$ cat config.mk
export PLATFORM = sky130hd
export DESIGN_NAME = spsc_top
export DESIGN_NICKNAME = d
export VERILOG_FILES = /design/src/spsc_pkg.sv /design/src/spsc_top.sv
export SDC_FILE = /design/constraint.sdc
export NUM_CORES = 1
export LEC_CHECK = 0
export ABC_AREA = 1
export BUFFER_PORTS_ARGS = -buffer_cell sky130_fd_sc_hd__buf_2
export CORE_MARGIN = 10
export CORE_UTILIZATION = 57
export DETAILED_ROUTE_END_ITERATION = 8
export GPL_ROUTABILITY_DRIVEN = 0
export PLACE_DENSITY_LB_ADDON = 0.3
export RECOVER_POWER = 100
export SLEW_MARGIN = 20
export SYNTH_ARGS = -nofsm -noshare
export SYNTH_HDL_FRONTEND = slang
export SYNTH_SLANG_ARGS = --single-unit
$ cat constraint.sdc
create_clock -name clk -period 3.8 [get_ports clk]
set_input_delay 0.19 -clock clk [delete_from_list [all_inputs] [get_ports clk]]
set_output_delay 0.19 -clock clk [all_outputs]
set_load 0.03 [all_outputs]
$ cat src/spsc_pkg.sv
// constants for the system clock prescaler and sleep control block
// assumes a single master clock domain and an AXI4-Lite register bus
package spsc_pkg;
    // register byte offsets on the AXI4-Lite bus
    localparam logic [7:0] CLOCK_PRESCALE_CTRL_OFFSET = 8'h00;
    localparam logic [7:0] SLEEP_MODE_CTRL_OFFSET     = 8'h04;
    // clock_prescale_ctrl fields
    localparam int         PCE_BIT            = 7;
    localparam int         SEL_LSB            = 0;
    localparam int         SEL_WIDTH          = 4;
    localparam logic [7:0] PCE_ONLY_VALUE     = 8'h80;
    localparam logic [3:0] SEL_RESET_UNPROG   = 4'h0;
    localparam logic [3:0] SEL_RESET_PROG     = 4'h3;
    localparam logic [3:0] SEL_MAX_VALID      = 4'h8;
    localparam logic [2:0] PCE_WINDOW_CYCLES  = 3'h4;
    // sleep_mode_ctrl fields
    localparam int         ARM_BIT            = 0;
    localparam int         MODE_LSB           = 1;
    localparam int         MODE_WIDTH         = 3;
    localparam logic [7:0] SMC_RESET_VALUE    = 8'h00;
    localparam logic [2:0] MODE_IDLE          = 3'h0;
    localparam logic [2:0] MODE_ADC_NOISE     = 3'h1;
    localparam logic [2:0] MODE_POWER_DOWN    = 3'h2;
    localparam logic [2:0] MODE_STANDBY       = 3'h6;
    // wake timing in master clock cycles
    localparam logic [11:0] WAKE_HALT_CYCLES    = 12'h004;
    localparam logic [11:0] STANDBY_WAKE_CYCLES = 12'h006;
    localparam logic [11:0] NO_STARTUP_CYCLES   = 12'h000;
    // AXI4-Lite responses
    localparam logic [1:0] RESP_OKAY   = 2'h0;
    localparam logic [1:0] RESP_SLVERR = 2'h2;

    typedef enum logic [1:0] {ST_RUN, ST_SLEEP, ST_WAKE} spsc_phase_type;
endpackage : spsc_pkg

$ cat src/spsc_top.sv
// system clock prescaler and sleep mode control, AXI4-Lite register slave
// assumes synchronous inputs on clk; the cpu core and peripherals obey the enables
`timescale 1ns/10ps
`default_nettype none
module spsc_top #(
    parameter logic [11:0] PD_STARTUP_CYCLES = 12'h400
) (
    input  wire logic        clk,
    input  wire logic        resetn,
    input  wire logic        divideByEightFuse,
    input  wire logic        sleepInstr,
    input  wire logic        wakeIrq,
    input  wire logic [7:0]  s_axi_awaddr,
    input  wire logic        s_axi_awvalid,
    output logic             s_axi_awready,
    input  wire logic [31:0] s_axi_wdata,
    input  wire logic [3:0]  s_axi_wstrb,
    input  wire logic        s_axi_wvalid,
    output logic             s_axi_wready,
    output logic [1:0]       s_axi_bresp,
    output logic             s_axi_bvalid,
    input  wire logic        s_axi_bready,
    input  wire logic [7:0]  s_axi_araddr,
    input  wire logic        s_axi_arvalid,
    output logic             s_axi_arready,
    output logic [31:0]      s_axi_rdata,
    output logic [1:0]       s_axi_rresp,
    output logic             s_axi_rvalid,
    input  wire logic        s_axi_rready,
    output logic             sysClkTick,
    output logic             cpuClkRun,
    output logic             ioClkRun,
    output logic             adcClkRun,
    output logic             oscRun,
    output logic             wakeResume
);

    typedef struct packed {
        logic [3:0]              sel;
        logic                    selLoaded;
        logic                    pce;
        logic [2:0]              pceCnt;
        logic [2:0]              mode;
        logic                    arm;
        spsc_pkg::spsc_phase_type phase;
        logic [11:0]             wakeCnt;
        logic [7:0]              divCnt;
        logic [3:0]              activeSel;
        logic                    pendValid;
        logic                    tick;
        logic                    cpuRun;
        logic                    ioRun;
        logic                    adcRun;
        logic                    oscRun;
        logic                    resume;
        logic                    awHave;
        logic [7:0]              awAddr;
        logic                    wHave;
        logic [7:0]              wData;
        logic                    wLane0;
        logic                    awready;
        logic                    wready;
        logic                    bvalid;
        logic [1:0]              bresp;
        logic                    arready;
        logic                    rvalid;
        logic [7:0]              rdata;
        logic [1:0]              rresp;
    } spsc_state_type;

    spsc_state_type st_r;
    spsc_state_type st_nxt;

    // reserved selectors clamp to the slowest valid divide
    function automatic logic [7:0] divMask(input logic [3:0] sel);
        logic [3:0] s;
        s = (sel > spsc_pkg::SEL_MAX_VALID) ? spsc_pkg::SEL_MAX_VALID : sel;
        divMask = 8'((9'h001 << s) - 9'h001);
    endfunction : divMask

    function automatic logic modeValid(input logic [2:0] m);
        modeValid = (m == spsc_pkg::MODE_IDLE) || (m == spsc_pkg::MODE_ADC_NOISE) ||
                    (m == spsc_pkg::MODE_POWER_DOWN) || (m == spsc_pkg::MODE_STANDBY);
    endfunction : modeValid

    logic       doWrite;
    logic       hit;
    logic [7:0] mask;

    always_comb begin
        st_nxt  = st_r;
        mask    = divMask(st_r.activeSel);
        hit     = ((st_r.divCnt & mask) == mask);
        doWrite = st_r.awHave && st_r.wHave && !st_r.bvalid;

        // fuse is caught in the first clocked cycle after reset release
        if (!st_r.selLoaded) begin
            st_nxt.sel       = divideByEightFuse ? spsc_pkg::SEL_RESET_PROG
                                                 : spsc_pkg::SEL_RESET_UNPROG;
            st_nxt.selLoaded = 1'b1;
            st_nxt.pendValid = 1'b1;
        end

        // change-enable window countdown
        if (st_r.pce) begin
            if (st_r.pceCnt == 3'h1) begin
                st_nxt.pce = 1'b0;
            end
            st_nxt.pceCnt = st_r.pceCnt - 3'h1;
        end

        // write address and data may arrive in either order
        if (st_r.awready && s_axi_awvalid) begin
            st_nxt.awHave = 1'b1;
            st_nxt.awAddr = s_axi_awaddr;
        end
        if (st_r.wready && s_axi_wvalid) begin
            st_nxt.wHave  = 1'b1;
            st_nxt.wData  = s_axi_wdata[7:0];
            st_nxt.wLane0 = s_axi_wstrb[0];
        end

        if (doWrite) begin
            st_nxt.awHave = 1'b0;
            st_nxt.wHave  = 1'b0;
            st_nxt.bvalid = 1'b1;
            st_nxt.bresp  = spsc_pkg::RESP_OKAY;
            if (st_r.awAddr == spsc_pkg::CLOCK_PRESCALE_CTRL_OFFSET) begin
                if (st_r.wLane0) begin
                    if (st_r.wData == spsc_pkg::PCE_ONLY_VALUE) begin
                        if (!st_r.pce) begin
                            st_nxt.pce    = 1'b1;
                            st_nxt.pceCnt = spsc_pkg::PCE_WINDOW_CYCLES;
                        end
                    end else if (!st_r.wData[spsc_pkg::PCE_BIT]) begin
                        if (st_r.pce && st_r.selLoaded) begin
                            st_nxt.sel = st_r.wData[spsc_pkg::SEL_LSB +: spsc_pkg::SEL_WIDTH];
                            st_nxt.pendValid = 1'b1;
                        end
                        st_nxt.pce    = 1'b0;
                        st_nxt.pceCnt = 3'h0;
                    end
                end
            end else if (st_r.awAddr == spsc_pkg::SLEEP_MODE_CTRL_OFFSET) begin
                if (st_r.wLane0) begin
                    st_nxt.arm  = st_r.wData[spsc_pkg::ARM_BIT];
                    st_nxt.mode = st_r.wData[spsc_pkg::MODE_LSB +: spsc_pkg::MODE_WIDTH];
                end
            end else begin
                st_nxt.bresp = spsc_pkg::RESP_SLVERR;
            end
        end
        if (st_r.bvalid && s_axi_bready) begin
            st_nxt.bvalid = 1'b0;
        end
        st_nxt.awready = !st_nxt.awHave && !st_nxt.bvalid;
        st_nxt.wready  = !st_nxt.wHave && !st_nxt.bvalid;

        // read channel; unused bits read zero
        if (st_r.arready && s_axi_arvalid) begin
            st_nxt.rvalid = 1'b1;
            st_nxt.rresp  = spsc_pkg::RESP_OKAY;
            if (s_axi_araddr == spsc_pkg::CLOCK_PRESCALE_CTRL_OFFSET) begin
                st_nxt.rdata = {st_r.pce, 3'h0, st_r.sel};
            end else if (s_axi_araddr == spsc_pkg::SLEEP_MODE_CTRL_OFFSET) begin
                st_nxt.rdata = {4'h0, st_r.mode, st_r.arm};
            end else begin
                st_nxt.rdata = 8'h00;
                st_nxt.rresp = spsc_pkg::RESP_SLVERR;
            end
        end else if (st_r.rvalid && s_axi_rready) begin
            st_nxt.rvalid = 1'b0;
        end
        st_nxt.arready = !st_nxt.rvalid;

        // divider: a new selector is taken only at a tick of the old one,
        // so no shortened period can reach the clock users
        st_nxt.tick = hit;
        if (hit && st_r.pendValid) begin
            st_nxt.activeSel = st_r.sel;
            st_nxt.pendValid = (st_nxt.sel != st_r.sel); // a selector written at this tick stays pending
            st_nxt.divCnt    = 8'h00;
        end else begin
            st_nxt.divCnt = st_r.divCnt + 8'h01;
        end

        // sleep sequencing; a reset needs no path here, it restarts everything
        st_nxt.resume = 1'b0;
        case (st_r.phase)
            spsc_pkg::ST_RUN: begin
                if (sleepInstr && st_r.arm && modeValid(st_r.mode)) begin
                    st_nxt.phase = spsc_pkg::ST_SLEEP;
                end
            end
            spsc_pkg::ST_SLEEP: begin
                if (wakeIrq) begin
                    st_nxt.phase = spsc_pkg::ST_WAKE;
                    if (st_r.mode == spsc_pkg::MODE_STANDBY) begin
                        st_nxt.wakeCnt = spsc_pkg::STANDBY_WAKE_CYCLES +
                                         spsc_pkg::WAKE_HALT_CYCLES;
                    end else if (st_r.mode == spsc_pkg::MODE_POWER_DOWN) begin
                        st_nxt.wakeCnt = PD_STARTUP_CYCLES + spsc_pkg::WAKE_HALT_CYCLES;
                    end else begin
                        st_nxt.wakeCnt = spsc_pkg::NO_STARTUP_CYCLES +
                                         spsc_pkg::WAKE_HALT_CYCLES;
                    end
                end
            end
            spsc_pkg::ST_WAKE: begin
                st_nxt.wakeCnt = st_r.wakeCnt - 12'h001;
                if (st_r.wakeCnt == 12'h001) begin
                    // state held by the core is not touched on this path
                    st_nxt.phase  = spsc_pkg::ST_RUN;
                    st_nxt.resume = 1'b1;
                end
            end
            default: begin
                st_nxt.phase = spsc_pkg::ST_RUN;
            end
        endcase

        // clock domain enables follow the phase and mode
        st_nxt.cpuRun = (st_nxt.phase == spsc_pkg::ST_RUN);
        st_nxt.ioRun  = (st_nxt.phase != spsc_pkg::ST_SLEEP) ||
                        (st_r.mode == spsc_pkg::MODE_IDLE);
        st_nxt.adcRun = st_nxt.ioRun || (st_r.mode == spsc_pkg::MODE_ADC_NOISE);
        st_nxt.oscRun = (st_nxt.phase != spsc_pkg::ST_SLEEP) ||
                        (st_r.mode != spsc_pkg::MODE_POWER_DOWN);
    end

    always_ff @(posedge clk or negedge resetn) begin
        if (!resetn) begin
            st_r           <= '0;
            st_r.sel       <= spsc_pkg::SEL_RESET_UNPROG;
            st_r.mode      <= spsc_pkg::SMC_RESET_VALUE[3:1];
            st_r.arm       <= spsc_pkg::SMC_RESET_VALUE[0];
            st_r.phase     <= spsc_pkg::ST_RUN;
            st_r.cpuRun    <= 1'b1;
            st_r.ioRun     <= 1'b1;
            st_r.adcRun    <= 1'b1;
            st_r.oscRun    <= 1'b1;
            st_r.awready   <= 1'b1;
            st_r.wready    <= 1'b1;
            st_r.arready   <= 1'b1;
        end else begin
            st_r <= st_nxt;
        end
    end

    assign s_axi_awready = st_r.awready;
    assign s_axi_wready  = st_r.wready;
    assign s_axi_bvalid  = st_r.bvalid;
    assign s_axi_bresp   = st_r.bresp;
    assign s_axi_arready = st_r.arready;
    assign s_axi_rvalid  = st_r.rvalid;
    assign s_axi_rresp   = st_r.rresp;
    assign s_axi_rdata   = {24'h000000, st_r.rdata};
    assign sysClkTick    = st_r.tick;
    assign cpuClkRun     = st_r.cpuRun;
    assign ioClkRun      = st_r.ioRun;
    assign adcClkRun     = st_r.adcRun;
    assign oscRun        = st_r.oscRun;
    assign wakeResume    = st_r.resume;

    property p_pceWindow;
        @(posedge clk) disable iff (!resetn)
        $rose(st_r.pce) |-> (st_r.pceCnt == spsc_pkg::PCE_WINDOW_CYCLES);
    endproperty
    a_pceWindow: assert property (p_pceWindow)
        else $error("change enable window not opened at four cycles");

    property p_pceExpire;
        @(posedge clk) disable iff (!resetn)
        (st_r.pce && st_r.pceCnt == 3'h1) |=> !st_r.pce;
    endproperty
    a_pceExpire: assert property (p_pceExpire)
        else $error("change enable outlived its window");

    property p_pceNoRestart;
        @(posedge clk) disable iff (!resetn)
        (st_r.pce && st_nxt.pce) |=> (st_r.pceCnt == $past(st_r.pceCnt) - 3'h1);
    endproperty
    a_pceNoRestart: assert property (p_pceNoRestart)
        else $error("change enable window restarted");

    property p_selGuarded;
        @(posedge clk) disable iff (!resetn)
        (st_r.selLoaded && !st_r.pce) |=> $stable(st_r.sel);
    endproperty
    a_selGuarded: assert property (p_selGuarded)
        else $error("selector changed without change enable");

    property p_pceSetOnlyExact;
        @(posedge clk) disable iff (!resetn)
        $rose(st_r.pce) |-> $past(doWrite) && ($past(st_r.wData) == spsc_pkg::PCE_ONLY_VALUE);
    endproperty
    a_pceSetOnlyExact: assert property (p_pceSetOnlyExact)
        else $error("change enable set by a mixed write");

    property p_fuseLoad;
        @(posedge clk) disable iff (!resetn)
        (!st_r.selLoaded && divideByEightFuse) |=> (st_r.sel == spsc_pkg::SEL_RESET_PROG);
    endproperty
    a_fuseLoad: assert property (p_fuseLoad)
        else $error("selector did not load fuse reset value");

    property p_sleepNeedsArm;
        @(posedge clk) disable iff (!resetn)
        (st_r.phase == spsc_pkg::ST_RUN && st_nxt.phase == spsc_pkg::ST_SLEEP)
            |-> (st_r.arm && sleepInstr);
    endproperty
    a_sleepNeedsArm: assert property (p_sleepNeedsArm)
        else $error("sleep entered without arm and instruction");

    property p_idleWakeHalt;
        @(posedge clk) disable iff (!resetn)
        (st_r.phase == spsc_pkg::ST_SLEEP && wakeIrq && st_r.mode == spsc_pkg::MODE_IDLE)
            |=> !cpuClkRun [*4] ##1 (cpuClkRun && wakeResume);
    endproperty
    a_idleWakeHalt: assert property (p_idleWakeHalt)
        else $error("cpu halt after wake not four cycles");

    property p_standbyWake;
        @(posedge clk) disable iff (!resetn)
        (st_r.phase == spsc_pkg::ST_SLEEP && wakeIrq && st_r.mode == spsc_pkg::MODE_STANDBY)
            |=> oscRun ##10 wakeResume;
    endproperty
    a_standbyWake: assert property (p_standbyWake)
        else $error("standby wake not six plus four cycles");

    property p_powerDownOsc;
        @(posedge clk) disable iff (!resetn)
        (st_r.phase == spsc_pkg::ST_SLEEP && st_r.mode == spsc_pkg::MODE_POWER_DOWN)
            |-> (!oscRun && !ioClkRun && !adcClkRun && !cpuClkRun);
    endproperty
    a_powerDownOsc: assert property (p_powerDownOsc)
        else $error("clock left running in power-down");

    property p_reservedRead;
        @(posedge clk) disable iff (!resetn)
        $rose(s_axi_rvalid) |-> (s_axi_rdata[31:8] == 24'h000000) && !s_axi_rdata[6];
    endproperty
    a_reservedRead: assert property (p_reservedRead)
        else $error("unused bits read non-zero");

endmodule : spsc_top
`default_nettype wire

; Word-level counts from Yosys, hierarchy flattened
; Cells that the tools add are included.
[word_totals]
reg_bits = 82
latch_bits = 0
ramBits = 0
romBits = 0
out_inout_bits = 47
word_cells = 137
memories = 0
[op_classes]
n_addsub = 4
multipliers = 0
div = 0
magnitude_cmp = 1
eq_ne = 15
n_shift = 1
n_mux = 52
n_bitwise = 2
n_reduce_logical = 32
[ops]
columns = cell, n
row1 = $mux 4, 17
row2 = $mux 8, 3
row3 = $pmux 12 s2, 1
row4 = $eq 8x3->1 const B, 2
row5 = $logic_not 8->1, 2
row6 = $mux 1, 16
row7 = $mux 14, 1
row8 = $mux 2, 7
row9 = $logic_and 1x1->1, 13
row10 = $eq 12x1->1 const B, 1
row11 = $mux 12, 1
row12 = $sub 12x1->12 const B, 1
row13 = $mux 11, 1
row14 = $mux 10, 1
row15 = $mux 9, 1
row16 = $add 8x1->8 const B, 1
row17 = $and 8x8->8, 1
row18 = $eq 8x8->1, 1
row19 = $eq 8x8->1 const B, 1
row20 = $shl 1x4->8 const A, 1
row21 = $sub 8x1->8 const B, 1
row22 = $eq 3x1->1 const B, 2
row23 = $logic_or 1x1->1, 6
row24 = $pmux 2 s3, 1
row25 = 19 further kinds, 24

; Depth between registers and ports, before layout
; Gate-level depths: netlist of the first run.
[logic_depth]
depth_word = 10
ltp_mapped = 13
ltp_nobuf = 13

; Worst setup path after synthesis of the first run
; OpenSTA, ideal clock, no wires.
[synth_timing]
path_kind = reg2reg
start = reg st_r[46] (netlist name)
end = reg st_r[51] (netlist name)
t_arrival_ns = 1.806
t_required_ns = 3.731
path_slack_ns = 1.925
stages_incl_launch_ff = 12
n_path_buf = 1
synth_period_minus_slack_ns = 1.875
path_cell_list = dfrtp_1 > nor2_2 > nand3_1 > ha_1 > or2_2 > o2111ai_1 > nor2_2 > o21a_4 > nand3_4 > buf_6 > nand2_1 > nor2_2
[synth_lines]
columns = element, line_no
row1 = from (decl), spsc_top.sv:71  ; spsc_state_type st_r;
row2 = from (signal assigned), spsc_top.sv:246  ; st_r <= st_nxt;

==> results of run 1 <==
kinds of logic (layout without fill, tap and decap cells):
| kind of cell | Yosys count | after routing | synth area share [%] |
|---|---|---|---|
| buffers and inverters | 104 | 134 | 13.1 |
| AO/OA/AOI/OAI | 67 | 67 | 10.3 |
| flip-flops | 77 | 77 | 47.6 |
| other | 2 | 30 | 0.185 |
| adder cells (fa/ha/maj) | 7 | 7 | 2.16 |
| XOR/XNOR | 4 | 4 | 0.862 |
| multiplexers | 1 | 1 | 0.277 |
| AND/OR/NAND/NOR | 219 | 219 | 25.5 |
routing by layer:
metal | global-route usage (%) | vias up | part of all wire (%)
li1 | - | 1596 | -
met1 | 19.6 | 1496 | 45
met2 | 24.9 | 91 | 48
met3 | 4.09 | 11 | 6.6
met4 | 6.76 | 0 | 1.3
met5 | 0 | - | 0
critical path: stages (launching register included):
cell and delay [ps]:
sky130_fd_sc_hd__dfrtp_1 420, sky130_fd_sc_hd__nor2_1 270, sky130_fd_sc_hd__nand3_1 150, sky130_fd_sc_hd__ha_1 290, sky130_fd_sc_hd__or2_2 290, sky130_fd_sc_hd__o2111ai_1 120
sky130_fd_sc_hd__nor2_2 60, sky130_fd_sc_hd__o21a_4 120, sky130_fd_sc_hd__nand3_1 350, sky130_fd_sc_hd__inv_1 200, sky130_fd_sc_hd__nand2_1 110, sky130_fd_sc_hd__nand2_1 50
stage by stage:
stage                     total power [mW]  hold WS (ps)
after global routing                  3.41          29.3
after floorplan                       2.31          -106
after CTS                             3.24          14.7
after global placement                2.49           383
after detailed placement              2.55           392
final                                 3.15          20.7
power by group:
group          internal, mW  switching, mW  total (mW)
Sequential             1.11          0.208        1.32
Clock                 0.390          0.293       0.683
Combinational         0.371          0.780        1.15
layout by cell type (no fill, tap or decap), types with 4 or more instances in the layout:
cell type                  netlist  final
sky130_fd_sc_hd__nor2_2          7      6
sky130_fd_sc_hd__nor3_1          4      4
sky130_fd_sc_hd__a21oi_1        12     12
sky130_fd_sc_hd__nand4_1         7      8
sky130_fd_sc_hd__dfrtp_1        70     70
sky130_fd_sc_hd__nand2_1       117    117
sky130_fd_sc_hd__clkinv_1        2      4
sky130_fd_sc_hd__conb_1          2     30
sky130_fd_sc_hd__ha_1            7      7
sky130_fd_sc_hd__nand3_1        27     29
sky130_fd_sc_hd__nor4_1          4      6
sky130_fd_sc_hd__inv_2           7      4
sky130_fd_sc_hd__o21ai_0        30     34
sky130_fd_sc_hd__dfstp_2         7      6
sky130_fd_sc_hd__buf_2           0     33
sky130_fd_sc_hd__clkbuf_8        0     10
sky130_fd_sc_hd__o221ai_1        4      4
sky130_fd_sc_hd__inv_1          57     58
sky130_fd_sc_hd__nor2_1         36     38
sky130_fd_sc_hd__clkbuf_1        1     21
flip-flops by register name, summed over array words and instances, names as in the netlist:
register and count:
oscRun 1, s_axi_arready 1, s_axi_rresp 1, s_axi_wready 1, s_axi_rvalid 1, s_axi_bvalid 1, wakeResume 1, s_axi_bresp 1
s_axi_rdata 5, cpuClkRun 1, ioClkRun 1, st_r 59, sysClkTick 1, adcClkRun 1, s_axi_awready 1
cell type report:
cell class                      instances  share of cell area [%]
Sequential cell                        77                    44.0
Inverter                               66                    5.63
Multi-Input combinational cell        328                    37.3
Timing Repair Buffer                   52                    5.41
Clock buffer                           13                    3.39
Clock inverter                          3                    1.56
Tap cell                               96                    2.73
worst max path at each step:
| stage | endpoint | cells after the start |
|---|---|---|
| after detailed placement | st_r[42]$_DFF_PN0_ | 11 |
| after global routing | st_r[42]$_DFF_PN0_ | 11 |
| after global placement | st_r[42]$_DFF_PN0_ | 11 |
| final | st_r[42]$_DFF_PN0_ | 11 |
| after CTS | st_r[42]$_DFF_PN0_ | 11 |
| after floorplan | st_r[51]$_DFF_PN0_ | 11 |
==> results.txt, run 1 <==
----------------------------------------------------
[Logic synthesis]
  Number of instances in the synthesized netlist ... a little under 500
  Mapped Area ... about 4100 um^2
  Synth top area cells ... sky130_fd_sc_hd__dfrtp_1 (43%), sky130_fd_sc_hd__nand2_1 (11%), sky130_fd_sc_hd__buf_4 (6.7%)
  Ys flop type ... sky130_fd_sc_hd__dfrtp_1
  Number of distinct library cell variants in the gate-level netlist after synthesis ... 43
  Syn. warnings ... 0
  EDFF count, synth ... 0
  Seq cells post-synth ... 77
  Top cell type by total area after synthesis ... sky130_fd_sc_hd__dfrtp_1
  Mean instance size in the synthesized netlist ... roughly 8.4 um^2
  Most repeated cell in the gate-level netlist after synthesis ... sky130_fd_sc_hd__nand2_1
  Share of Yosys cell area claimed by the top area cell type ... roughly 43%
  Sequential-to-total area share from yosys stat ... between 40% and 50%
  Most frequent cells after synthesis ... sky130_fd_sc_hd__nand2_1 (117), sky130_fd_sc_hd__dfrtp_1 (70), sky130_fd_sc_hd__inv_1 (57)
  Fraction of registers with async set or reset after synthesis ... 100%

[Die]
  Height of the die ... 104 um
  Total die area ... 10900 um^2
  Initial cell density of the core ... between 50% and 60%
  Die X-Extent ... roughly 100 um
  Core region area ... 6870 um^2
  Io pins ... between 100 and 150
  Number of rows in the core area ... 30

[Drt]
  Number of routed nets with antenna violations ... 0
  Per-cell via count in the routed design ... between 5 and 6
  Post-DR wirelength/cell ... between 10 and 15 um
  Total number of vias ... approximately 3200
  Drt initial violations ... roughly 180
  Wirelength, routed ... roughly 8.5 mm
  Residual DRC ... 0
  Drt pass-1 iters ... 5

[Final layout]
  Layout cells sized above 1 ... between 10% and 20%
  Core utilization of the finished layout ... between 60 and 70%
  Footprint of the multi-input gates ... between 1500 and 2000 um^2
  Fill cell total of the finished layout ... 615
  Post-route insts no fill ... between 600 and 700
  Diode count ... 0
  Storage element area ... 1940 um^2
  Total Nets Final ... between 600 and 700
  Synth-to-Final Area Change ... 8.22%
  Summed area of non-filler cells in the final layout ... around 4400 um^2

[Hold path]
  Worst min-delay path category ... in2reg
  Endpoint with the worst hold slack ... st_r[32]$_DFFE_PN0P_
  Startpoint of the lowest-slack hold path ... s_axi_awaddr[5]
  Number of instances on the worst hold path ... 3

[CTS]
  Number of buffers inserted during clock tree synthesis ... 9
  Hold buffer count at cts ... 0
  Clock root buffer ... sky130_fd_sc_hd__clkbuf_8
  Maximum clock insertion buffer count ... 2
  Clock tree from TritonCTS ... done
  H-tree lvl count ... 3
  Worst-skew pair later-pin latency ... about 360 ps
  Worst-path clk slew ... ~80 ps
  Clock Sinks ... a little under 80
  Setup repair bufs after CTS ... 0
  Resize count post-CTS ... 0

[Power]
  Total power per unit cell area ... 717 nW/um^2
  Static Leakage ... between 2 and 2.5 nW
  Maximum VDD drop ... approximately 0.40 mV

[Timing]
  Final critical delay including setup and external delays ... roughly 2500 ps
  Final setup vio count ... 0
  Setup repair after global routing missed its margin ... false
  Post-route fraction of the period consumed by the critical path ... about two thirds
  Post-Route Skew ... 12.4 ps
  Final Hold Violating Endpoints ... 0
  Final worst-path setup slack ... ~1300 ps
  Worst-margin pin slew ... between 1500 and 2000 ps
  Highest achievable clock rate ... between 0.3 and 0.4 GHz
  Setup TNS ... 0 ps
  Max-slew headroom ... -24.0%
  Final slew viol count ... just under 80

[Global routing]
  Global-route wire length before repair ... between 10 and 15 mm
  Pin count of the biggest net entering global routing ... a little under 80
  Total grt overflow ... 0
  All-layer global routing usage ... 15.7%
  Antenna violations before repair ... 0
  Via count of the first global-routing pass ... around 3200

[Placed design]
  Detail Placement HPWL ... 6.36 mm
  Quantity of I/O buffers inserted on ports ... between 50 and 60
  Placed Instances ... 619
  DP Area ... approximately 4300 um^2
  DP Worst Slack ... roughly 1700 ps

[Setup path]
  Launch instance of the worst register-to-register path ... st_r[46]$_DFFE_PN0P_
  Type of the worst setup path ... reg2reg
  Worst EP required ... 4040 ps
  Cell depth of the worst flop-to-flop path ... 11
  Setup crit start ... st_r[46]$_DFFE_PN0P_
  Type of element capturing the critical path ... flop
  Worst setup slack for register-to-register paths ... 1260 ps
  Arr. time, crit path ... between 2000 and 3000 ps
  Largest fanout of any net on the critical path ... 13
  Terminus of the critical flop-to-flop path ... st_r[42]$_DFF_PN0_
  Setup crit start kind ... flop

[Status]
  Violated checks ... max-capacitance violations, max-slew violations
  Status ... finished with violations

[Run]
  Max-Cap Viols ... 1

----------------------------------------------------
Note: power is estimated with default switching activity, not from simulation.
==> inputs of run 2 (changes only) <==
- CORE_UTILIZATION: 57 -> 48
- clock period: 3.8 -> 2.2 ns (I/O delays scaled with it)
==> run 2 against run 1 <==
  * The flow now finishes without violations
  * Setup slack got worse by 1100 ps
  * Via count up 1.2%
  * Worst hold slack improved by 22 ps
  * Fmax up 27%
  * First-iteration DRC count decreased by 20%
  * Critical endpoint unchanged
  * Largest power group unchanged
  * Sequential cell count stayed put
  * Final area grew 5.7%
  * Die area increased by 15%
  * Highest routed layer unchanged
  * Combinational power is 87% higher
==> results.txt, run 2 (same netlist as run 1, synthesis figures left out) <==
----------------------------------------------------
[Status]
  Status ... complete, no violations

[Timing]
  Worst-margin pin slew ... 1030 ps
  Setup TNS ... 0 ps
  Setup repair after global routing missed its margin ... false
  Final worst-path setup slack ... a little over 200 ps
  Final Hold Violating Endpoints ... 0
  Final slew viol count ... 0
  Final setup vio count ... 0
  Post-route fraction of the period consumed by the critical path ... 90.7%
  Final critical delay including setup and external delays ... 2000 ps
  Highest achievable clock rate ... roughly 0.5 GHz
  Max-slew headroom ... a little under a third
  Post-Route Skew ... 9.37 ps

[CTS]
  Worst-skew pair later-pin latency ... 350 ps
  Maximum clock insertion buffer count ... 2
  H-tree lvl count ... 3
  Clock root buffer ... sky130_fd_sc_hd__clkbuf_8
  Clock tree from TritonCTS ... done
  Number of buffers inserted during clock tree synthesis ... 9
  Worst-path clk slew ... roughly 80 ps
  Clock Sinks ... between 70 and 80

[Power]
  Total power per unit cell area ... around 1200 nW/um^2
  Static Leakage ... about 2.3 nW
  Maximum VDD drop ... 0.723 mV

[Drt]
  Post-DR wirelength/cell ... around 13 um
  Per-cell via count in the routed design ... between 4 and 5
  Total number of vias ... between 3000 and 4000
  Drt initial violations ... 140
  Met2 wire length ... ~4 mm
  Met3 wire length ... about 590 um
  Wire length on met1 ... 3.82 mm
  Residual DRC ... 0
  Wirelength, routed ... approximately 8.5 mm
  Number of routed nets with antenna violations ... 0
  Drt pass-1 iters ... 4
  Top layer in use ... met4

[Die]
  Io pins ... ~110
  Total die area ... around 13000 um^2
  Die X-Extent ... 112 um
  Core region area ... between 8000 and 9000 um^2
  Number of rows in the core area ... 33
  Initial cell density of the core ... between 40% and 50%
  Height of the die ... roughly 110 um

[Run]
  Max-Cap Viols ... 0

[Final layout]
  Flip-flop count of the largest register after layout ... between 50 and 60
  Fill cell total of the finished layout ... around 780
  Commonest non-fill, non-tap cells in the layout ... sky130_fd_sc_hd__nand2_1 (118), sky130_fd_sc_hd__dfrtp_1 (69), sky130_fd_sc_hd__inv_1 (58)
  Register with the most flip-flops ... st_r
  Storage element area ... ~1900 um^2
  Leading cell type in the layout, fill and taps excluded ... sky130_fd_sc_hd__nand2_1
  Synth-to-Final Area Change ... 14.4%
  Diode count ... 0
  Total Nets Final ... approximately 630
  Footprint of the multi-input gates ... 1660 um^2
  Layout cells sized above 1 ... around 15%

[Global routing]
  Via count of the first global-routing pass ... about 3400
  All-layer global routing usage ... around 14%
  Antenna violations before repair ... 0
  Global-route wire length before repair ... approximately 15 mm
  Total grt overflow ... 0
  Pin count of the biggest net entering global routing ... between 70 and 80

[Hold path]
  Worst min-delay path category ... in2reg

[Setup path]
  Arr. time, crit path ... around 2200 ps
  Worst EP required ... 2440 ps
  Type of element capturing the critical path ... flop
  Largest fanout of any net on the critical path ... 6
  Type of the worst setup path ... reg2reg
  Setup crit start kind ... flop

[Placed design]
  Detail Placement HPWL ... about 6.3 mm
  DP Worst Slack ... approximately 120 ps
  Quantity of I/O buffers inserted on ports ... 52

----------------------------------------------------
[run 2: worst max-delay path, cell delays in order (launching register included)]
cell and delay (ps):
sky130_fd_sc_hd__dfrtp_1 430, sky130_fd_sc_hd__nor2_4 160, sky130_fd_sc_hd__nand3_1 90, sky130_fd_sc_hd__ha_1 300
sky130_fd_sc_hd__or2_2 290, sky130_fd_sc_hd__o2111ai_1 130, sky130_fd_sc_hd__nor2_2 60, sky130_fd_sc_hd__o21a_4 130
sky130_fd_sc_hd__nand3_4 80, sky130_fd_sc_hd__inv_1 100, sky130_fd_sc_hd__nand2_1 80, sky130_fd_sc_hd__nand2_1 50
[run 2: area by class of cell]
cell class,instances,area share (%)
Sequential cell,77,41.7
Multi-Input combinational cell,328,35.8
Timing Repair Buffer,75,10.1
Inverter,66,5.33
Clock buffer,10,2.96
Tap cell,105,2.83
Clock inverter,6,1.35
[run 2: what timing repair did]
item,CTS,global route
endpoints found under the setup margin,0,7
buffers inserted,0,2
hold endpoints to repair,89,0
hold buffers,20,0
resized for setup,0,2
[run 2: report_power, final]
group          switching [mW]  internal, mW
Combinational            1.39         0.752
Clock                   0.529         0.550
Sequential              0.356          1.92
Total                    2.28          3.22
[run 2: routing by layer]
layer  vias to the layer above  global-route usage [%]
li1                       1640                       -
met5                         -                       0
met1                      1490                    17.4
met3                        11                    5.06
met4                         0                    4.48
met2                        92                    22.6
[run 2: path summary, 6_finish.rpt]
check                                        from                         end  slack [ps]  cells past startpoint
max in group asynchronous                  resetn        st_r[46]$_DFFE_PN0P_         900                      3
max reg2reg                  st_r[44]$_DFFE_PN0P_          st_r[42]$_DFF_PN0_         200                     11
max                          st_r[44]$_DFFE_PN0P_          st_r[42]$_DFF_PN0_         200                     11
min in group asynchronous                  resetn          st_r[35]$_DFF_PN0_         550                      3
min                               s_axi_araddr[2]  s_axi_rdata[0]$_DFFE_PN0P_          40                      3
min reg2reg                s_axi_rvalid$_DFF_PN0_     s_axi_arready$_DFF_PN1_         450                      1
[run 2: per-stage QoR]
step | instance area [um^2] | util (%) | instances | total power [mW] | hold WS, ps
floorplan | 4170 | - | 509 | 4.00 | -186
global placement | 4300 | 52.3 | 629 | 4.33 | 177
detailed placement | 4300 | 52.3 | 629 | 4.40 | 178
CTS | 4700 | 57.1 | 665 | 5.53 | 28.5
global route | 4650 | 56.6 | 667 | 5.98 | 39.5
finish | 4650 | 56.6 | 667 | 5.50 | 43.0
==> inputs of run 3 (changes only) <==
- PLACE_DENSITY: not set -> 0.77
- PLACE_DENSITY_LB_ADDON: 0.3 -> not set
==> run 3 against run 2 <==
  * Highest routed layer unchanged
  * Final area hardly changed
  * Critical endpoint unchanged
  * Clock power rose by 18%
  * Core utilization about the same
  * Worst hold slack worse by 3.3 ps
  * Die area unchanged
  * Via count up 1.8%
  * Global-route usage fell by 0.39 points
  * Setup slack worse by 28 ps
  * Cell count shrank 0.45%
  * Critical path depth did not move
  * Count of clock-buffer cells in the layout is 1 lower
  * The flow now finishes with violations (max-capacitance violations, max-slew violations)
  * Total power is 1.6% higher
==> results.txt, run 3 (same netlist as run 1, synthesis figures left out) <==
----------------------------------------------------
[Die]
  Io pins ... between 100 and 150
  Die X-Extent ... 112 um
  Initial cell density of the core ... about half
  Total die area ... roughly 13000 um^2
  Number of rows in the core area ... 33
  Height of the die ... about 110 um
  Core region area ... 8220 um^2

[CTS]
  Clock tree from TritonCTS ... done
  Clock Sinks ... 77
  Resize count post-CTS ... 0
  Maximum clock insertion buffer count ... 2
  Worst-skew pair later-pin latency ... ~340 ps
  H-tree lvl count ... 3
  Clock root buffer ... sky130_fd_sc_hd__clkbuf_8
  Worst-path clk slew ... around 80 ps
  Number of buffers inserted during clock tree synthesis ... 9

[Setup path]
  Cell depth of the worst flop-to-flop path ... 11
  Largest fanout of any net on the critical path ... 13
  Setup crit start kind ... flop
  Terminus of the critical flop-to-flop path ... st_r[42]$_DFF_PN0_
  Type of the worst setup path ... reg2reg
  Arr. time, crit path ... 2260 ps
  Type of element capturing the critical path ... flop
  Worst EP required ... around 2400 ps
  Launch instance of the worst register-to-register path ... st_r[46]$_DFFE_PN0P_
  Worst setup slack for register-to-register paths ... 180 ps

[Drt]
  Wirelength, routed ... around 8.5 mm
  Per-cell via count in the routed design ... between 4 and 5
  Residual DRC ... 0
  Total number of vias ... approximately 3300
  Post-DR wirelength/cell ... between 10 and 15 um
  Drt initial violations ... approximately 190
  Drt pass-1 iters ... 4
  Number of routed nets with antenna violations ... 0

[Hold path]
  Endpoint with the worst hold slack ... s_axi_bvalid$_DFF_PN0_
  Worst min-delay path category ... in2reg
  Startpoint of the lowest-slack hold path ... s_axi_bready
  Number of instances on the worst hold path ... 2

[Final layout]
  Diode count ... 0
  Layout cells sized above 1 ... around 15%
  Total Nets Final ... 623
  Fill cell total of the finished layout ... about 750
  Synth-to-Final Area Change ... 14.4%
  Summed area of non-filler cells in the final layout ... approximately 4700 um^2
  Flip-flop count of the largest register after layout ... 59
  Leading cell type in the layout, fill and taps excluded ... sky130_fd_sc_hd__nand2_1
  Commonest non-fill, non-tap cells in the layout ... sky130_fd_sc_hd__nand2_1 (118), sky130_fd_sc_hd__dfrtp_1 (70), sky130_fd_sc_hd__inv_1 (57)
  Register with the most flip-flops ... st_r
  Core utilization of the finished layout ... a little under three fifths

[Placed design]
  Quantity of I/O buffers inserted on ports ... 52
  Detail Placement HPWL ... between 6 and 7 mm
  DP Area ... around 4300 um^2

[Timing]
  Highest achievable clock rate ... a little under 0.5 GHz
  Final setup vio count ... 0
  Max-slew headroom ... -8.27%
  Post-route fraction of the period consumed by the critical path ... 92.0%
  Setup TNS ... 0 ps
  Setup repair after global routing missed its margin ... false
  Final Hold Violating Endpoints ... 0
  Worst-margin pin slew ... 1620 ps
  Final critical delay including setup and external delays ... around 2000 ps
  Post-Route Skew ... between 8 and 9 ps
  Final slew viol count ... 78

[Power]
  Total power per unit cell area ... roughly 1200 nW/um^2
  Maximum VDD drop ... between 0.5 and 0.6 mV
  Static Leakage ... 2.31 nW
  Power Total ... ~5.6 mW

[Global routing]
  Global-route wire length before repair ... between 10 and 15 mm
  Antenna violations before repair ... 0
  Total grt overflow ... 0
  Via count of the first global-routing pass ... between 3000 and 4000
  Pin count of the biggest net entering global routing ... 78
  All-layer global routing usage ... 13.7%

[Status]
  Status ... finished with violations
  Violated checks ... max-capacitance violations, max-slew violations

[Run]
  Max-Cap Viols ... 1

----------------------------------------------------
## run 3: worst max path at each step
stage	start	endpoint	slack, ps	cells past startpoint
2_1_floorplan	st_r[46]$_DFFE_PN0P_	st_r[51]$_DFF_PN0_	320	11
3_3_place_gp	st_r[46]$_DFFE_PN0P_	st_r[42]$_DFF_PN0_	200	11
3_5_place_dp	st_r[46]$_DFFE_PN0P_	st_r[42]$_DFF_PN0_	140	11
4_1_cts	st_r[46]$_DFFE_PN0P_	st_r[42]$_DFF_PN0_	130	11
5_1_grt	resetn	st_r[63]$_DFFE_PN0P_	60	3
6_report	st_r[46]$_DFFE_PN0P_	st_r[42]$_DFF_PN0_	180	11
## run 3: stage by stage
step,hold WS [ps],std cells,setup slack [ps]
floorplan,-186,509,325
global route,38.1,664,57.4
global placement,170,629,197
finish,39.8,664,176
CTS,19.2,664,133
detailed placement,179,629,145
## run 3: worst max-delay path, stage by stage (launching register included)
cell,delay (ps)
sky130_fd_sc_hd__dfrtp_1,430
sky130_fd_sc_hd__nor2_2,180
sky130_fd_sc_hd__nand3_1,100
sky130_fd_sc_hd__ha_1,300
sky130_fd_sc_hd__or2_2,290
sky130_fd_sc_hd__o2111ai_1,120
sky130_fd_sc_hd__nor2_2,60
sky130_fd_sc_hd__o21a_4,120
sky130_fd_sc_hd__nand3_4,130
sky130_fd_sc_hd__inv_2,80
sky130_fd_sc_hd__nand2_1,70
sky130_fd_sc_hd__nand2_1,40
## run 3: where the power goes
group / total, mW / switching, mW / internal (mW) / leakage, nW
Sequential: 2.26 / 0.345 / 1.92 / 0.959
Clock: 1.27 / 0.514 / 0.759 / 0.120
Combinational: 2.05 / 1.37 / 0.677 / 1.23
## run 3: layer usage
layer / track usage (%) / up-vias / wire length, um
li1: - / 1632 / -
met1: 17.2 / 1552 / 3850
met2: 21.7 / 101 / 3980
met3: 4.53 / 6 / 545
met4: 4.99 / 0 / 86
met5: 0 / - / 0
## run 3: timing repair
item | in CTS | in global routing
setup buffers | 0 | 0
hold buffers | 19 | 0
endpoints found under the hold margin | 88 | 0
## run 3: area by class of cell
type / instances / area (um^2) / share of cell area, %
sequential: 77 / 1940 / 41.6
clock inverter: 7 / 124 / 2.66
inverter: 66 / 248 / 5.33
multi-input combinational: 328 / 1660 / 35.6
clock buffer: 9 / 124 / 2.66
timing repair buffer: 72 / 433 / 9.31
tap: 105 / 131 / 2.82
